[src/core/por_pkg.sv]
// Constants for the power-on clear and power-failure flag block.
// Assumes a 250 MHz core clock and a 0.5 ms time base derived from it.
package por_pkg;
    localparam int unsigned      ADDR_W       = 4;
    localparam int unsigned      DATA_W       = 8;
    localparam logic [3:0]       REG_CTRL     = 4'h0;
    localparam logic [3:0]       REG_STAT     = 4'h1;
    // Control register fields
    localparam int unsigned      SEL_LO_BIT   = 0;
    localparam int unsigned      SEL_HI_BIT   = 1;
    // Status register fields
    localparam int unsigned      FLAG_BIT     = 0;
    localparam int unsigned      DIS_BIT      = 1;
    localparam int unsigned      CLR_BIT      = 2;
    localparam int unsigned      POC_BIT      = 3;
    localparam int unsigned      LOWTH_BIT    = 4;
    // Synchronised pin indices
    localparam int unsigned      PIN_HI       = 0;
    localparam int unsigned      PIN_LO       = 1;
    localparam int unsigned      PIN_CE       = 2;
    // Carry period select codes, half periods in half-millisecond units
    localparam logic [1:0]       SEL_100MS    = 2'h0;
    localparam logic [1:0]       SEL_1MS      = 2'h1;
    localparam logic [1:0]       SEL_5MS      = 2'h2;
    localparam logic [1:0]       SEL_10MS     = 2'h3;
    localparam logic [7:0]       PER_100MS    = 8'h64;
    localparam logic [7:0]       PER_1MS      = 8'h01;
    localparam logic [7:0]       PER_5MS      = 8'h05;
    localparam logic [7:0]       PER_10MS     = 8'h0a;
    // Timing
    localparam int unsigned      CLK_PS       = 4000;
    localparam int unsigned      TICK_PS      = 500000000;
    localparam int unsigned      TICK_CYC     = TICK_PS / CLK_PS;
    localparam int unsigned      WAKE_MS      = 50;
    localparam int unsigned      TICKS_PER_MS = 2;
    localparam logic [7:0]       WAKE_TICKS   = 8'(WAKE_MS * TICKS_PER_MS);
    localparam int unsigned      TICK_W       = 17;
endpackage : por_pkg

[src/core/por_ctrl.sv]
// Power-on clear sequencing, chip-enable restart and carry-seen flag logic.
// Assumes comparator outputs for both supply thresholds and the CE pin arrive
// asynchronously; register port and core strobes are on mclk_i.
//
// Overview of operation
// - Clock stopped: clear below low threshold
// - Clock-stop recovery needs normal threshold, 50 ms
// - Ramp from zero: clear, then 50 ms halt
// - Supply and CE together: one start
// - CE during forced halt: single start only
// - CE after start: restart at next carry
// - Never above normal threshold: stay cleared
// - CE wake: normal threshold after 50 ms
// - Clear sets disable; flag read resets it
// - Disable blocks carry-seen flag setting
// - Power-on start has flag cleared
// - After read, every carry rise sets flag
// - Reading the flag clears it
// - Flag zero: power-on; one: chip-enable
// - Failure threshold equals clear threshold
// - Reset sets carry period 100 ms
// - Clear stops oscillator, holds core reset
//
// Added by the designer: the register addresses and the strobed register port.
`timescale 1ns/10ps
module por_ctrl #(
    parameter int unsigned TICK_CYC = por_pkg::TICK_CYC
) (
    input  wire logic                       mclk_i,
    input  wire logic                       rst_n_i,
    input  wire logic                       vdd_hi_ok_i,
    input  wire logic                       vdd_lo_ok_i,
    input  wire logic                       ce_pin_i,
    input  wire logic                       clock_stop_i,
    input  wire logic [por_pkg::ADDR_W-1:0] addr_i,
    input  wire logic [por_pkg::DATA_W-1:0] wdata_i,
    input  wire logic                       wr_i,
    input  wire logic                       rd_i,
    output logic      [por_pkg::DATA_W-1:0] rdata_o,
    output logic                            supply_low_clear_o,
    output logic                            osc_en_o,
    output logic                            core_reset_o,
    output logic                            core_halt_o,
    output logic                            start_o,
    output logic                            start_poc_o,
    output logic                            carry_pulse_o
);
    typedef enum logic [1:0] {
        ST_CLEAR    = 2'b00,
        ST_POC_HALT = 2'b01,
        ST_RUN      = 2'b10,
        ST_CE_WAIT  = 2'b11
    } por_state_t;

    por_state_t                  state;
    por_state_t                  next_state;
    logic [2:0]                  pin_raw;
    logic [2:0]                  s1;
    logic [2:0]                  s2;
    logic [2:0]                  s3;
    logic [2:0]                  pin_q;
    logic                        ce_d;
    logic                        ce_rise;
    logic                        low_th;
    logic                        wake_act;
    logic [7:0]                  wake_cnt;
    logic [por_pkg::TICK_W-1:0]  tick_cnt;
    logic                        tick;
    logic [7:0]                  half_cnt;
    logic [7:0]                  period;
    logic                        carry_sig;
    logic                        carry_rise;
    logic [1:0]                  ctrl_sel;
    logic                        dis_ff;
    logic                        flag;
    logic                        stat_rd;
    logic                        clr;

    assign pin_raw = {ce_pin_i, vdd_lo_ok_i, vdd_hi_ok_i};

    // Three-stage sync; a change counts once stages two and three agree
    for (genvar i = 0; i < 3; i++) begin : g_sync
        always_ff @(posedge mclk_i) begin
            if (!rst_n_i) begin
                s1[i]    <= 1'b0;
                s2[i]    <= 1'b0;
                s3[i]    <= 1'b0;
                pin_q[i] <= 1'b0;
            end else begin
                s1[i] <= pin_raw[i];
                s2[i] <= s1[i];
                s3[i] <= s2[i];
                if (s2[i] == s3[i]) begin
                    pin_q[i] <= s3[i];
                end
            end
        end
    end

    always_ff @(posedge mclk_i) begin
        if (!rst_n_i) begin
            ce_d <= 1'b0;
        end else begin
            ce_d <= pin_q[por_pkg::PIN_CE];
        end
    end
    assign ce_rise = pin_q[por_pkg::PIN_CE] & ~ce_d;

    assign clr = low_th ? ~pin_q[por_pkg::PIN_LO] : ~pin_q[por_pkg::PIN_HI];
    assign supply_low_clear_o = clr;

    // low threshold until 50 ms after CE wake
    always_ff @(posedge mclk_i) begin
        if (!rst_n_i) begin
            low_th   <= 1'b0;
            wake_act <= 1'b0;
            wake_cnt <= 8'h00;
        end else if (clr) begin
            // Recovery always demands the normal threshold
            low_th   <= 1'b0;
            wake_act <= 1'b0;
            wake_cnt <= 8'h00;
        end else if (wake_act) begin
            if (tick) begin
                wake_cnt <= wake_cnt + 8'h01;
                if (wake_cnt == por_pkg::WAKE_TICKS - 8'h01) begin
                    low_th   <= 1'b0;
                    wake_act <= 1'b0;
                end
            end
        end else if (low_th && ce_rise) begin
            wake_act <= 1'b1;
            wake_cnt <= 8'h00;
        end else if (clock_stop_i && state == ST_RUN) begin
            low_th <= 1'b1;
        end
    end

    always_ff @(posedge mclk_i) begin
        if (!rst_n_i || clr) begin
            tick_cnt <= '0;
        end else if (tick) begin
            tick_cnt <= '0;
        end else begin
            tick_cnt <= tick_cnt + por_pkg::TICK_W'(1);
        end
    end
    assign tick = (tick_cnt == por_pkg::TICK_W'(TICK_CYC - 1));

    always_comb begin
        case (ctrl_sel)
            por_pkg::SEL_100MS: period = por_pkg::PER_100MS;
            por_pkg::SEL_1MS:   period = por_pkg::PER_1MS;
            por_pkg::SEL_5MS:   period = por_pkg::PER_5MS;
            por_pkg::SEL_10MS:  period = por_pkg::PER_10MS;
            default:            period = por_pkg::PER_100MS;
        endcase
    end

    // Half period in 0.5 ms ticks, so first rise is half a period after clear
    always_ff @(posedge mclk_i) begin
        if (!rst_n_i || clr) begin
            half_cnt  <= 8'h00;
            carry_sig <= 1'b0;
        end else if (tick) begin
            if (half_cnt >= period - 8'h01) begin
                half_cnt  <= 8'h00;
                carry_sig <= ~carry_sig;
            end else begin
                half_cnt <= half_cnt + 8'h01;
            end
        end
    end
    assign carry_rise    = tick && (half_cnt >= period - 8'h01) && !carry_sig && !clr;
    assign carry_pulse_o = carry_sig;

    // period back to 100 ms on reset and clear
    always_ff @(posedge mclk_i) begin
        if (!rst_n_i || clr) begin
            ctrl_sel <= por_pkg::SEL_100MS;
        end else if (wr_i && addr_i == por_pkg::REG_CTRL) begin
            ctrl_sel <= {wdata_i[por_pkg::SEL_HI_BIT], wdata_i[por_pkg::SEL_LO_BIT]};
        end
    end

    always_comb begin
        next_state = state;
        case (state)
            ST_CLEAR:    next_state = ST_POC_HALT;
            ST_POC_HALT: if (carry_rise) next_state = ST_RUN;
            ST_RUN:      if (ce_rise) next_state = ST_CE_WAIT;
            ST_CE_WAIT:  if (carry_rise) next_state = ST_RUN;
            default:     next_state = ST_CLEAR;
        endcase
        if (clr) begin
            next_state = ST_CLEAR;
        end
    end

    always_ff @(posedge mclk_i) begin
        if (!rst_n_i) begin
            state <= ST_CLEAR;
        end else begin
            state <= next_state;
        end
    end

    // start from address zero on carry rise
    always_ff @(posedge mclk_i) begin
        if (!rst_n_i) begin
            start_o     <= 1'b0;
            start_poc_o <= 1'b0;
        end else begin
            start_o <= !clr && carry_rise && (state == ST_POC_HALT || state == ST_CE_WAIT);
            if (!clr && carry_rise && state == ST_POC_HALT) begin
                start_poc_o <= 1'b1;
            end else if (!clr && carry_rise && state == ST_CE_WAIT) begin
                start_poc_o <= 1'b0;
            end
        end
    end

    assign core_reset_o = (state == ST_CLEAR);
    assign core_halt_o  = (state != ST_RUN);
    assign osc_en_o     = ~clr;

    assign stat_rd = rd_i && addr_i == por_pkg::REG_STAT;

    // disable set by clear, reset by read
    always_ff @(posedge mclk_i) begin
        if (!rst_n_i || clr) begin
            dis_ff <= 1'b1;
        end else if (stat_rd) begin
            dis_ff <= 1'b0;
        end
    end

    always_ff @(posedge mclk_i) begin
        if (!rst_n_i || clr) begin
            flag <= 1'b0;
        end else if (carry_rise && !dis_ff) begin
            flag <= 1'b1;
        end else if (stat_rd) begin
            flag <= 1'b0;
        end
    end

    // flag read shows the reset cause
    always_ff @(posedge mclk_i) begin
        if (!rst_n_i) begin
            rdata_o <= '0;
        end else begin
            rdata_o <= '0;
            if (rd_i && addr_i == por_pkg::REG_CTRL) begin
                rdata_o[por_pkg::SEL_HI_BIT] <= ctrl_sel[1];
                rdata_o[por_pkg::SEL_LO_BIT] <= ctrl_sel[0];
            end else if (stat_rd) begin
                rdata_o[por_pkg::FLAG_BIT]  <= flag;
                rdata_o[por_pkg::DIS_BIT]   <= dis_ff;
                rdata_o[por_pkg::CLR_BIT]   <= clr;
                rdata_o[por_pkg::POC_BIT]   <= start_poc_o;
                rdata_o[por_pkg::LOWTH_BIT] <= low_th;
            end
        end
    end
endmodule : por_ctrl

[config.mk]
export PLATFORM = sky130hd
export DESIGN_NAME = por_ctrl
export DESIGN_NICKNAME = d
export VERILOG_FILES = /design/src/core/por_pkg.sv /design/src/core/por_ctrl.sv
export SDC_FILE = /design/constraint.sdc
export NUM_CORES = 1
export LEC_CHECK = 0
export BUFFER_PORTS_ARGS = -buffer_cell sky130_fd_sc_hd__buf_2
export CAP_MARGIN = 5
export CORE_MARGIN = 3
export CORE_UTILIZATION = 45
export DETAILED_ROUTE_END_ITERATION = 10
export PLACE_DENSITY = 0.74
export SLEW_MARGIN = 10
export SYNTH_ARGS = -nofsm -noshare
export SYNTH_HDL_FRONTEND = slang
export SYNTH_SLANG_ARGS = --single-unit
[constraint.sdc]
create_clock -name mclk_i -period 3.15 [get_ports mclk_i]
set_clock_uncertainty 0.2 [all_clocks]
set_input_delay 0.945 -clock mclk_i [delete_from_list [all_inputs] [get_ports mclk_i]]
set_output_delay 0.945 -clock mclk_i [all_outputs]
set_load 0.01 [all_outputs]
==> results.yml <==
cells_and_area:
  fillers: 579
  synthToLayoutAreaGrowth_pct: 11.6
  finalInstanceArea_sq_mm: 0.00327
  ff_latch_area_sq_mm: 0.00124
  antenna_cells: 0
  finish.utilization_pct: 53.6
  multi_input_area_sq_mm: 0.00155
  drive_gt1_share_pct: 16.6
  nets: 391
  instances_no_fill: 436
detailed_routing:
  firstDrtPassIters: 4
  drt_iter0_markers: 131
  totalWireLength_um: 5530
  viasPerCell: 5.30
  wl_per_cell_um: 12.7
  drcViolationCount: 0
  ant_nets: 0
  vias: 2310
sta:
  fmax_mhz: 380
  tightestPinTransition_ns: 0.778
  hold_viol: 0
  fin_tns_setup_ns: 0
  slew_viol_final: 0
  setup_violations: 0
  min_period_over_period_pct: 83.6
  fin_crit_ns: 2.63
  setup_slack_ns: 0.517
  slew_headroom_pct: 48.0
  hold_ws_ns: 0.238
  rsz0062_at_grt: "false"
grt:
  grt_remaining_overflow: 0
  grt_max_degree: 22
  grt_pass1_wl_um: 9830
  antenna_found_initial: 0
  grtUsageTotal_pct: 16.6
  grt_pass1_vias: 2193
critical_path:
  crit_arrival_ns: 1.49
  worstPathMaxFanout: 5
  r2r_end: "start_poc_o"
  start_kind: "flop"
  r2r_setup_slack_ns: 0.67
  worstPathRequired_ns: 2.00
  r2r_cells: 9
  critical_path_class: "flop to output pin"
  end_kind: "output pin"
  reg2reg_from: "ctrl_sel[0]"
synthesis:
  synth_area_per_cell_sq_um: 8.96
  synth_cells: 327
  synth_seq_area_share_pct: 42.4
  netlist_area_sq_mm: 0.00293
  synthDistinctLibCells: 50
  async_flop_share_pct: 0
  ys_ff_latch: 62
  synth_edf_count: 0
  ys.flop_type: "dfxtp_1"
  synth-warning-count: 0
floorplanning:
  die_area_sq_mm: 0.00752
  die_y_um: 86.7
  pin_count: 35
  coreArea_sq_mm: 0.00610
  num_rows: 28
  die_w_um: 86.7
  start_util_pct: 48.1
placed_design:
  portBuffers: 25
  pre_cts_ws_ns: 0.630
  dp_hpwl_um: 3960
  place_area_sq_mm: 0.00309
  gp_congestion: 0.769
  dp.cells: 420
clocking:
  path_clk_slew_ns: 0.07
  root_buffer: "clkbuf_8"
  cts_buffers: 9
  clock_latency_ns: 0.34
  cts_hold_buf: 0
  htree_levels: 3
  cts_tree: "yes"
  cts-resized-gates: 0
  cts_setup_buffers: 0
  ctsLongestPathBuffers: 2
  clock_sinks: 62
run_status:
  status: "complete, no violations"
pwr:
  ir_worst_vdd_mv: 0.290
  pwr_density_cell_mw_per_mm2: 434
  power.total_mw: 1.42
  leakagePower_nw: 1.23
run:
  drv_cap: 0
worst_hold_path:
  worstHoldPathType: "flop to flop"
  min_to: "s2[2]"
  hold_depth: 1
  hp-start: "s1[2]"
## power breakdown
group / switching [mW] / total [mW] / internal [mW]
logic: 0.0124 / 0.0233 / 0.0108
registers: 0.00168 / 0.790 / 0.789
clock network: 0.320 / 0.605 / 0.285
total: 0.334 / 1.42 / 1.08
## layout by cell type, fill, tap and decap left out, types with 9 or more instances in the layout
cell and count:
nor3_1 13, nor2_1 38, nand3_1 14, dfxtp_1 62, a21oi_1 20, buf_2 25
inv_1 17, nand4_1 13, xor2_1 9, and2_1 10, ha_1 15, clkbuf_8 9
nand2_1 27
## layout make-up
cell class                 count  share of cell area, %
inverter                      18                   2.07
clock inverter                 7                   1.57
tap                           75                   2.87
multi-input combinational    238                   47.5
sequential                    62                   38.0
clock buffer                   9                   3.79
timing repair buffer          27                   4.29
## state kept, by name, summed over array words and instances, names as in the netlist, 2 cells and up
register / count
tick_cnt: 17
half_cnt: 8
wake_cnt: 8
rdata_o: 5
pin_q: 3
s1: 3
s2: 3
s3: 3
ctrl_sel: 2
state: 2
## metal layers
metal	share of wire (%)	wire, um	GRT usage (%)
met3	2.8	157	3.80
met2	47	2600	24.9
met1	48	2640	22.1
met4	2.5	138	8.92
met5	0	0	0
## logic make-up (layout without fill, tap and decap cells)
family / Yosys count / after routing / share of synthesized area (%)
buffers and inverters: 30 / 61 / 5.08
AO/OA/AOI/OAI: 46 / 46 / 9.61
adder cells (fa/ha/maj): 15 / 15 / 6.40
XOR/XNOR: 15 / 15 / 4.48
flip-flops: 62 / 62 / 42.4
other: 2 / 5 / 0.256
AND/OR/NAND/NOR: 149 / 149 / 28.9
multiplexers: 8 / 8 / 2.90
## synth_stat cells, types with 3 or more instances
cell	instances	area share [%]
clkbuf_1	4	0.51
inv_1	17	2.2
nand4_1	13	2.8
buf_4	3	0.77
ha_1	15	6.4
nor3_1	13	2.2
o211ai_1	4	1.0
a31oi_1	3	0.64
and3_1	5	1.1
and2_1	10	2.1
a211oi_1	6	1.5
nand2_1	27	3.5
o21ai_0	7	1.2
xor2_1	9	2.7
nor2_1	38	4.9
dfxtp_1	62	42
and4_1	3	0.90
a21oi_1	20	3.4
mux2i_1	7	2.4
xnor2_1	6	1.8
nand3_1	14	2.4
buf_6	3	1.2
nor3b_1	3	0.77
## how the worst max path moves through the flow
stage / startpoint / to / slack (ns) / cells after the start
finish: low_th / osc_en_o / 0.52 / 3
CTS: low_th / osc_en_o / 0.50 / 3
floorplan: ctrl_sel[1] / half_cnt[6] / 0.91 / 10
global placement: ctrl_sel[0] / start_poc_o / 0.67 / 9
global route: low_th / osc_en_o / 0.38 / 3
detailed placement: rst_n_i / tick_cnt[0] / 0.63 / 5
## critical path, stage by stage (launching register included)
cell and delay [ns]:
dfxtp_1 0.38, mux2i_1 0.47, inv_1 0.13, buf_2 0.17
Note: power is estimated with default switching activity, not from simulation.
